<file path="src/iokia_pkg.sv">
// Purpose: Shared constants for the port, key and alarm gating glue
// Assumes: 20 MHz core clock, Avalon-MM register access
// Notes:   Register byte address is four times the register index
package iokia_pkg;
    localparam int unsigned ADDR_W           = 5;
    localparam int unsigned IDX_W            = 3;
    localparam logic [2:0]  REG_KEY_IDX      = 3'h0;
    localparam logic [2:0]  REG_LOWER_IDX    = 3'h2;
    localparam logic [2:0]  REG_PERIPH_IDX   = 3'h4;
    localparam logic [2:0]  REG_STATUS_IDX   = 3'h6;

    // Lower output port, electrical levels
    localparam int unsigned LOW_UART_CS_BIT   = 0;
    localparam int unsigned LOW_UART_SHDN_BIT = 1;
    localparam int unsigned LOW_CUT_VCC_BIT   = 2;
    localparam int unsigned LOW_IR_PD_BIT     = 3;
    localparam logic [3:0]  LOWER_RST         = 4'hd;

    // Peripheral control port
    localparam int unsigned PER_SEL_BIT   = 0;
    localparam int unsigned PER_RST_BIT   = 1;
    localparam int unsigned PER_LOOP_BIT  = 2;
    localparam int unsigned PER_QUIET_BIT = 4;
    localparam int unsigned PER_LIGHT_BIT = 5;
    localparam int unsigned PER_VIBE_BIT  = 6;
    localparam int unsigned PER_LOAD_BIT  = 7;
    localparam logic [7:0]  PERIPH_RST    = 8'h01;
    localparam logic [7:0]  PERIPH_MASK   = 8'hf7;

    // Key input port
    localparam int unsigned KEY_N        = 5;
    localparam logic [4:0]  KEYS_IDLE    = 5'h1f;
    localparam int unsigned KEY_VCC_BIT  = 5;
    localparam int unsigned KEY_LBAT_BIT = 6;
    localparam int unsigned KEY_LVCC_BIT = 7;

    // Up-converter restart hold-off
    localparam int unsigned CLK_MHZ          = 20;
    localparam int unsigned RESTART_DELAY_US = 100;
    localparam int unsigned RESTART_CYCLES   = RESTART_DELAY_US * CLK_MHZ;
    localparam int unsigned RESTART_W        = 12;
endpackage
</file>
<file path="src/iokia_glue.sv">
// Purpose: Latched output ports, key interrupt and all-keys reset, alarm gating
// Assumes: Pins arrive asynchronously; one clock domain
// Notes:   Low-battery reset loads the output port defaults (lower 4'hd, peripheral 8'h01) asynchronously
//
// Register access over Avalon-MM was chosen for this implementation.

// Operation
// - Lower port bit 3 drives infrared power-down, default high; bits 4-7 unused.
// - Peripheral port bit 0 drives display chip select, active low, default high.
// - Peripheral port bit 1 drives display reset, active low, default low.
// - Peripheral port bit 2 enables display clock loop-back, default low; bit 3 unused.
// - Peripheral port bit 4 selects quiet mode; suppresses backlight and vibrator during reception.
// - Peripheral port bit 5 enables backlight, default low, subject to quiet gating.
// - Peripheral port bit 6 enables vibrator, default low, with quiet gating.
// - Peripheral port bit 7 turns on test load and overrides quiet mode.
// - Quiet mode: vibrator drops at up-converter shutdown, returns after delay.
// - Low-battery reset forces output ports to defaults, removing load, vibrator, backlight.
// - Keyboard interrupt raised whenever any of five keys is pressed.
// - All-keys reset raised only when all five keys are pressed.
// - Key port bits 0-4 return down, up, select, action, hidden; low pressed.
// - Buzzer drive signals are gated off by the low-battery reset.
// - Quiet mode: backlight drops at up-converter shutdown, returns after delay.
// - Output port bits held in resettable flip-flops loaded on port write.
// - Output ports set to their reset defaults whenever the low-battery reset is asserted.
module iokia_glue #(
    parameter int unsigned RESTART_CYCLES = iokia_pkg::RESTART_CYCLES
) (
    input  wire logic        core_clk,
    input  wire logic        rst_n,
    input  wire logic [4:0]  avs_address,
    input  wire logic        avs_read,
    input  wire logic        avs_write,
    input  wire logic [3:0]  avs_byteenable,
    input  wire logic [31:0] avs_writedata,
    output logic [31:0]      avs_readdata,
    output logic             avs_waitrequest,
    input  wire logic        low_battery_reset_n,
    input  wire logic        down_button_n,
    input  wire logic        up_button_n,
    input  wire logic        select_button_n,
    input  wire logic        action_button_n,
    input  wire logic        hidden_button_n,
    input  wire logic        radio_rx_active,
    input  wire logic        upconverter_on,
    input  wire logic        buzzer_drive_pos,
    input  wire logic        buzzer_drive_neg,
    output logic             buzzer_out_pos,
    output logic             buzzer_out_neg,
    output logic             uart_select_n,
    output logic             uart_shutdown_n,
    output logic             vcc_cut,
    output logic             infrared_power_down,
    output logic             display_select_n,
    output logic             display_reset_n,
    output logic             display_clock_loopback_en,
    output logic             backlight_en,
    output logic             vibe_motor_en,
    output logic             test_load_en,
    output logic             keypad_irq,
    output logic             all_keys_reset
);

    // Pin synchronisers
    logic [8:0] pin_raw;
    logic [8:0] pin_meta_q;
    logic [8:0] pin_sync_q;
    logic [4:0] keys_s;
    logic       rx_s;
    logic       upconv_s;
    logic       buzz_pos_s;
    logic       buzz_neg_s;
    logic       lbat_meta_q;
    logic       lbat_sync_q;

    assign pin_raw = {buzzer_drive_neg, buzzer_drive_pos, upconverter_on, radio_rx_active,
                      hidden_button_n, action_button_n, select_button_n, up_button_n, down_button_n};

    always_ff @(posedge core_clk or negedge rst_n) begin
        if (!rst_n) begin
            pin_meta_q  <= 9'h01f;
            pin_sync_q  <= 9'h01f;
            lbat_meta_q <= 1'b0;
            lbat_sync_q <= 1'b0;
        end else begin
            pin_meta_q  <= pin_raw;
            pin_sync_q  <= pin_meta_q;
            lbat_meta_q <= low_battery_reset_n;
            lbat_sync_q <= lbat_meta_q;
        end
    end

    assign keys_s     = pin_sync_q[4:0];
    assign rx_s       = pin_sync_q[5];
    assign upconv_s   = pin_sync_q[6];
    assign buzz_pos_s = pin_sync_q[7];
    assign buzz_neg_s = pin_sync_q[8];

    // Port reset: asserts at once on low battery, releases synchronously
    logic       port_arst_n;
    logic [1:0] port_rst_q;
    logic       port_rst_n;

    assign port_arst_n = rst_n & low_battery_reset_n;

    always_ff @(posedge core_clk or negedge port_arst_n) begin
        if (!port_arst_n) begin
            port_rst_q <= 2'h0;
        end else begin
            port_rst_q <= {port_rst_q[0], 1'b1};
        end
    end

    assign port_rst_n = port_rst_q[1];

    // Avalon slave: one wait cycle, answer on the second edge
    logic       ack_q;
    logic       req;
    logic [2:0] idx;
    logic       wr_lane0;

    assign req             = avs_read | avs_write;
    assign idx             = avs_address[4:2];
    assign avs_waitrequest = req & ~ack_q;
    assign wr_lane0        = avs_write & ~avs_waitrequest & avs_byteenable[0] & (avs_address[1:0] == 2'h0);

    always_ff @(posedge core_clk or negedge rst_n) begin
        if (!rst_n) begin
            ack_q <= 1'b0;
        end else begin
            ack_q <= req & ~ack_q;
        end
    end

    // Output port flip-flops
    logic [3:0] lower_q;
    logic [7:0] periph_q;

    always_ff @(posedge core_clk or negedge port_rst_n) begin
        if (!port_rst_n) begin
            lower_q  <= iokia_pkg::LOWER_RST;
            periph_q <= iokia_pkg::PERIPH_RST;
        end else if (wr_lane0) begin
            if (idx == iokia_pkg::REG_LOWER_IDX) begin
                lower_q <= avs_writedata[3:0];
            end
            if (idx == iokia_pkg::REG_PERIPH_IDX) begin
                periph_q <= avs_writedata[7:0] & iokia_pkg::PERIPH_MASK;
            end
        end
    end

    assign uart_select_n             = lower_q[iokia_pkg::LOW_UART_CS_BIT];
    assign uart_shutdown_n           = lower_q[iokia_pkg::LOW_UART_SHDN_BIT];
    assign vcc_cut                   = lower_q[iokia_pkg::LOW_CUT_VCC_BIT];
    assign infrared_power_down       = lower_q[iokia_pkg::LOW_IR_PD_BIT];
    assign display_select_n          = periph_q[iokia_pkg::PER_SEL_BIT];
    assign display_reset_n           = periph_q[iokia_pkg::PER_RST_BIT];
    assign display_clock_loopback_en = periph_q[iokia_pkg::PER_LOOP_BIT];
    assign test_load_en              = periph_q[iokia_pkg::PER_LOAD_BIT];

    // Up-converter restart hold-off
    logic [iokia_pkg::RESTART_W-1:0] hold_cnt_q;
    logic                            upconv_ok_q;

    always_ff @(posedge core_clk or negedge rst_n) begin
        if (!rst_n) begin
            hold_cnt_q  <= '0;
            upconv_ok_q <= 1'b0;
        end else if (!upconv_s) begin
            hold_cnt_q  <= '0;
            upconv_ok_q <= 1'b0;
        end else if (!upconv_ok_q) begin
            if (hold_cnt_q == iokia_pkg::RESTART_W'(RESTART_CYCLES - 1)) begin
                upconv_ok_q <= 1'b1;
            end else begin
                hold_cnt_q <= hold_cnt_q + 1'b1;
            end
        end
    end

    // Quiet-mode gating of the high-power alarm loads
    logic quiet_eff;
    logic suppress;

    assign quiet_eff = periph_q[iokia_pkg::PER_QUIET_BIT] & ~periph_q[iokia_pkg::PER_LOAD_BIT];
    assign suppress  = quiet_eff & (rx_s | ~upconv_s | ~upconv_ok_q);

    always_ff @(posedge core_clk or negedge port_rst_n) begin
        if (!port_rst_n) begin
            backlight_en  <= 1'b0;
            vibe_motor_en <= 1'b0;
        end else begin
            backlight_en  <= periph_q[iokia_pkg::PER_LIGHT_BIT] & ~suppress;
            vibe_motor_en <= periph_q[iokia_pkg::PER_VIBE_BIT] & ~suppress;
        end
    end

    // Buzzer pass-through, silenced on low battery
    always_ff @(posedge core_clk or negedge port_rst_n) begin
        if (!port_rst_n) begin
            buzzer_out_pos <= 1'b0;
            buzzer_out_neg <= 1'b0;
        end else begin
            buzzer_out_pos <= buzz_pos_s;
            buzzer_out_neg <= buzz_neg_s;
        end
    end

    // Key interrupt and all-keys reset
    always_ff @(posedge core_clk or negedge rst_n) begin
        if (!rst_n) begin
            keypad_irq     <= 1'b0;
            all_keys_reset <= 1'b0;
        end else begin
            keypad_irq     <= (keys_s != iokia_pkg::KEYS_IDLE);
            all_keys_reset <= (keys_s == 5'h00);
        end
    end

    // Read data, latched on the edge that raises the acknowledge
    logic [7:0] rd_byte;

    always_comb begin
        rd_byte = 8'h00;
        unique case (idx)
            iokia_pkg::REG_KEY_IDX: begin
                rd_byte[4:0]                     = keys_s;
                rd_byte[iokia_pkg::KEY_VCC_BIT]  = 1'b1;
                rd_byte[iokia_pkg::KEY_LBAT_BIT] = lbat_sync_q;
                rd_byte[iokia_pkg::KEY_LVCC_BIT] = 1'b1;
            end
            iokia_pkg::REG_LOWER_IDX: begin
                rd_byte[3:0] = lower_q;
            end
            iokia_pkg::REG_PERIPH_IDX: begin
                rd_byte = periph_q;
            end
            iokia_pkg::REG_STATUS_IDX: begin
                rd_byte = {3'h0, suppress, upconv_ok_q, upconv_s, rx_s, quiet_eff};
            end
            default: begin
                rd_byte = 8'h00;
            end
        endcase
    end

    always_ff @(posedge core_clk or negedge rst_n) begin
        if (!rst_n) begin
            avs_readdata <= 32'h0000_0000;
        end else if (avs_read && !ack_q) begin
            avs_readdata <= {24'h00_0000, rd_byte};
        end
    end
endmodule

</file>
<file path="config.mk">
export PLATFORM = sky130hd
export DESIGN_NAME = iokia_glue
export DESIGN_NICKNAME = d
export VERILOG_FILES = /design/src/iokia_pkg.sv /design/src/iokia_glue.sv
export SDC_FILE = /design/constraint.sdc
export NUM_CORES = 1
export LEC_CHECK = 0
export BUFFER_PORTS_ARGS = -buffer_cell sky130_fd_sc_hd__buf_2
export CAP_MARGIN = 20
export CORE_UTILIZATION = 40
export CTS_BUF_LIST = sky130_fd_sc_hd__clkbuf_8
export CTS_CLUSTER_DIAMETER = 50
export CTS_CLUSTER_SIZE = 20
export DETAILED_ROUTE_END_ITERATION = 16
export GPL_TIMING_DRIVEN = 1
export PLACE_DENSITY = 0.7
export SLEW_MARGIN = 25
export SYNTH_ARGS = -nofsm -noshare
export SYNTH_HDL_FRONTEND = slang
export SYNTH_SLANG_ARGS = --single-unit
</file>
<file path="constraint.sdc">
create_clock -name core_clk -period 0.8 [get_ports core_clk]
set_input_delay 0.04 -clock core_clk [delete_from_list [all_inputs] [get_ports core_clk]]
set_output_delay 0.04 -clock core_clk [all_outputs]
set_load 0.01 [all_outputs]
</file>
# Word level (Yosys, flattened, before mapping)
# Index checks and enable logic that the tools add are counted.
[totals]
regBits = 61
elab_cells = 59
[classes]
n_eq_ne = 7
reduce_logical = 8
bitwise_logic = 18
add_sub_neg = 1
n_mux = 8
[op_table]
columns = ["op", "count"]
rows = [
  ["$mux W12", 3],
  ["$pmux W4 S4", 1],
  ["$add A12 B1 Y12 const B", 1],
  ["$eq A12 B11 Y1 const B", 1],
  ["$pmux W4 S3", 1],
  ["$and A1 B1 Y1", 9],
  ["$eq A3 B3 Y1 const B", 2],
  ["$not A1 Y1", 6],
  ["$reduce_and A2 Y1", 3],
  ["$logic_not A5 Y1", 1],
  ["$ne A5 B5 Y1 const B", 1],
  ["$ne A2 B2 Y1 const B", 2],
  ["$eq A3 B2 Y1 const B", 1],
  ["$logic_not A3 Y1", 1],
  ["$mux W1", 3],
  ["$or A1 B1 Y1", 3],
  ["$logic_not A2 Y1", 1],
  ["$logic_and A1 B1 Y1", 1],
  ["$logic_not A1 Y1", 1],
]

# Longest topological paths before layout
[logic_depth]
ltp_word = 7
mapped_depth = 4
mapped_depth_nobuf = 4

# Least setup slack after synthesis
# OpenSTA, ideal clock, no wires.
[synth_timing]
kind = "register to register"
from = "register hold_cnt_q[0] in the netlist's numbering"
to = "register hold_cnt_q[1] in the netlist's numbering"
t_required_ps = 678
path_buffers = 0
setup_time_ps = 122
synth_period_minus_slack_ps = 1472
stages_incl_launch_ff = 5
path_slack_ps = -672
arrival_ps = 1351
path_cell_list = "dfrtp_1 ha_1 nand4b_1 or3_1 a32o_1"
[synth_between]
elab_chain_cells = 4
[synth_rtl]
columns = ["item", "line", "source"]
rows = [
  ["from (decl)", "iokia_glue.sv:162", "logic [iokia_pkg::RESTART_W-1:0] hold_cnt_q;"],
  ["from (signal assigned)", "iokia_glue.sv:176", "hold_cnt_q <= hold_cnt_q + 1'b1;"],
  ["$add A12 B1 Y12", "iokia_glue.sv:176", ""],
  ["$mux W12", "iokia_glue.sv:173", "if (hold_cnt_q == iokia_pkg::RESTART_W'(RESTART_CYCLES - 1)) begin"],
  ["$mux W12", "iokia_glue.sv:172", "end else if (!upconv_ok_q) begin"],
  ["$mux W12", "iokia_glue.sv:169", "end else if (!upconv_s) begin"],
]
# Parallel ways exist; a longest one is shown, timed or not. The select of a mux whose other input is x is not followed.
# A chain may end at the register's enable or synchronous reset.

# Final worst setup path
[layout_timing]
from = "register hold_cnt_q[1] in the netlist's numbering"
to = "register hold_cnt_q[1] in the netlist's numbering"
# Same word-level chain as after synthesis.

==> reports/results.ini <==
[job]
drv_cap=0

[power]
netSwitchingPower_mw=1.791
leakage_nw=2.084
p_seq_share_pct=44.4
power_mw=7.709
ir_worst_vdd_mv=1.330
clockPowerShare_pct=39.7
p_per_area_nw_per_um2=1805
swShare_pct=23.23
p_int_mw=5.919
combinationalPowerShare_pct=16.0

[cts]
cts_tree=built
ctsHtreeMaxLevel=3
clk_pin_slew_ps=70
cts_buffer_depth=2
numCtsBuffers=9
clock-sinks=61
worstSkewPairLatency_ps=340
cts-root-buf=clkbuf_8

[sta]
fin_setup_tns_ps=-19120
fmax_ghz=0.6747
skew_ps=7.256
period_share_pct=185.3
finalHoldViolations=0
fin_ws_ps=-682.0
maxSlewViolCount=0
rsz0062_at_grt=yes
min_period_ps=1482
setup_viol=59

[worst_setup_path]
crit_fanout=4
end_kind=register
worstSetupStartpointType=register
crit_required_ps=1020
startpoint=hold_cnt_q[1]
crit_type=reg2reg
critPathSlowestCell=dfrtp_1
cp_slowest_stage_delay_ps=390
endpoint=hold_cnt_q[1]
regToRegStartpoint=hold_cnt_q[1]
r2r_slack_ps=-680
reg2reg_to=hold_cnt_q[1]
crit_path_cell_trace=ha_4 -> nand4b_1 -> or3_4 -> a32o_1
crit_arrival_ps=1700
r2r_cells=4

[synthesis]
synth_compound_area_share_pct=8.598
synth_top_family_by_area=simple AND/OR/NAND/NOR gates
avgSynthCellArea_um2=12.52
synth_xor_area_share_pct=1.009
netlist_area_um2=2605
syn_inst=208
synth.ff_latch_count=61
synthSimpleGateAreaFrac_pct=13.40
synth-async-reset-ratio_pct=100.0
synth_warnings=0
synth-edff-count=0
synth_mux_area_share_pct=8.069
synthAdderAreaFrac_pct=0.4803
synthFlopType=dfrtp_1
yosysSeqAreaShare_pct=59.27
synth_cell_types=47

[grt]
grt_max_degree=46
grt_usage_pct=19.43
grt_pass1_vias=1929
grt_pass1_wl_mm=9.301
grt.overflow.total=0
antenna_found_initial=0

[final_layout]
num-fill-cells=435
mostFrequentLayoutCell=buf_4
final_cell_mix=buf_4 (48), dfrtp_1 (42), buf_2 (36)
syn_to_final_growth_pct=63.98
drive_gt1_share_pct=58.77
diodes=0
final_cell_count_no_fill=436
nets=410

[floorplanning]
initial_core_util_pct=41.26
core_um2=6314
io_pins=102
die_area_um2=6839
num_rows=29
die_width_um=82.70
die_y_um=82.70

[status]
failed_checks=negative setup slack
status=finished, violations left

[placement]
pre_cts_ws_ps=-639.0
hpwl_mm=3.839
dp.cells=380
place.gp.congestion=0.8172
io_buffers=50

[hold_path]
min_path_type=in2reg

[routing]
routed-via-count=2068
drc=0
viasPerCell=4.743
routedWlPerCell_um=14.42
drtIter0Drc=70
drtPass1Iterations=4
ant_nets=0
wl_mm=6.285

[power groups by stage]
stage	Combinational (mW)	Clock (mW)	Sequential (mW)
5_1_grt	1.34	3.28	3.44
4_1_cts	1.15	3.11	3.41
2_1_floorplan	0.409	0	3.50
6_report	1.23	3.06	3.42
3_3_place_gp	0.818	0	3.45
3_5_place_dp	0.831	0	3.45
[worst min path at each step]
| stage | start | endpoint | slack (ps) | depth (start not counted) |
|---|---|---|---|---|
| finish | avs_address[3] | avs_readdata[6] | 50 | 3 |
| global route | avs_address[3] | avs_readdata[6] | 50 | 3 |
| CTS | avs_address[3] | avs_readdata[6] | 40 | 3 |
| detailed placement | low_battery_reset_n | port_rst_q[1] | -40 | 2 |
| global placement | low_battery_reset_n | port_rst_q[1] | -50 | 2 |
| floorplan | rst_n | ack_q | -260 | 0 |
[final cells by class]
cell class,instances,area (um2),area share (%)
Clock inverter,5,75.07,1.757
Clock buffer,11,151.4,3.544
Tap cell,77,96.34,2.255
Sequential cell,61,1550,36.29
Timing Repair Buffer,139,1162,27.21
Multi-Input combinational cell,136,1206,28.24
Inverter,7,30.03,0.7030
[timing repair]
action / CTS / global route
hold endpoints to repair: 67 / 0
pin swaps: 10 / 8
setup endpoints to repair: 59 / 60
gates cloned: 1 / 0
gates resized for setup: 51 / 37
buffers inserted: 16 / 10
hold buffers: 19 / 0
[flip-flops by register name (all words and copies together), names as in the netlist]
name / count
hold_cnt_q: 12
pin_meta_q: 9
pin_sync_q: 9
avs_readdata: 8
periph_q: 7
lower_q: 4
port_rst_q: 2
ack_q: 1
all_keys_reset: 1
backlight_en: 1
buzzer_out_neg: 1
buzzer_out_pos: 1
keypad_irq: 1
lbat_meta_q: 1
lbat_sync_q: 1
upconv_ok_q: 1
vibe_motor_en: 1
[critical path: cells and delay by family (launching register included)]
kind                       cells  cell delay, ps
AOI/OAI and AO/OA              1             260
DFF                            1             390
adders and majority gates      1             180
and+or+nand+nor                2             540
[stage by stage]
step	instance area [um2]	utilization, %	hold slack, ps
after floorplan	2784	-	-255.6
after global placement	3328	52.72	-49.42
after detailed placement	3328	52.72	-42.77
after CTS	4089	64.76	36.55
after global routing	4272	67.66	45.36
final	4272	67.66	53.51
[kinds of logic after synthesis]
logic type / after synthesis
other: 2
buffers and inverters: 35
and+or+nand+nor: 54
adders and majority gates: 1
muxes: 17
xor gates and xnor gates: 3
AOI/OAI and AO/OA: 35
DFF: 61
[Yosys cell counts, drive strengths merged (5+ instances only)]
| cell | instances | area share [%] |
|---|---|---|
| a21oi | 9 | 1.7 |
| buf | 27 | 7.7 |
| dfrtp | 47 | 45 |
| dfstp | 14 | 14 |
| inv | 6 | 0.86 |
| mux2 | 12 | 5.2 |
| nand2 | 12 | 1.7 |
| nand3 | 5 | 1.2 |
| nor2 | 7 | 1.0 |
| nor2b | 5 | 1.2 |
| o21ai | 10 | 1.9 |
| o31ai | 5 | 1.4 |
| or4 | 5 | 1.4 |
[per-layer routing]
| layer | up-vias | track usage [%] | wire (um) |
|---|---|---|---|
| li1 | 985 | - | - |
| met1 | 1012 | 23.60 | 2688 |
| met2 | 62 | 32.54 | 3222 |
| met3 | 9 | 4.945 | 265 |
| met4 | 0 | 8.448 | 108 |
| met5 | - | 0 | 0 |
(Power assumes the default switching activity.)
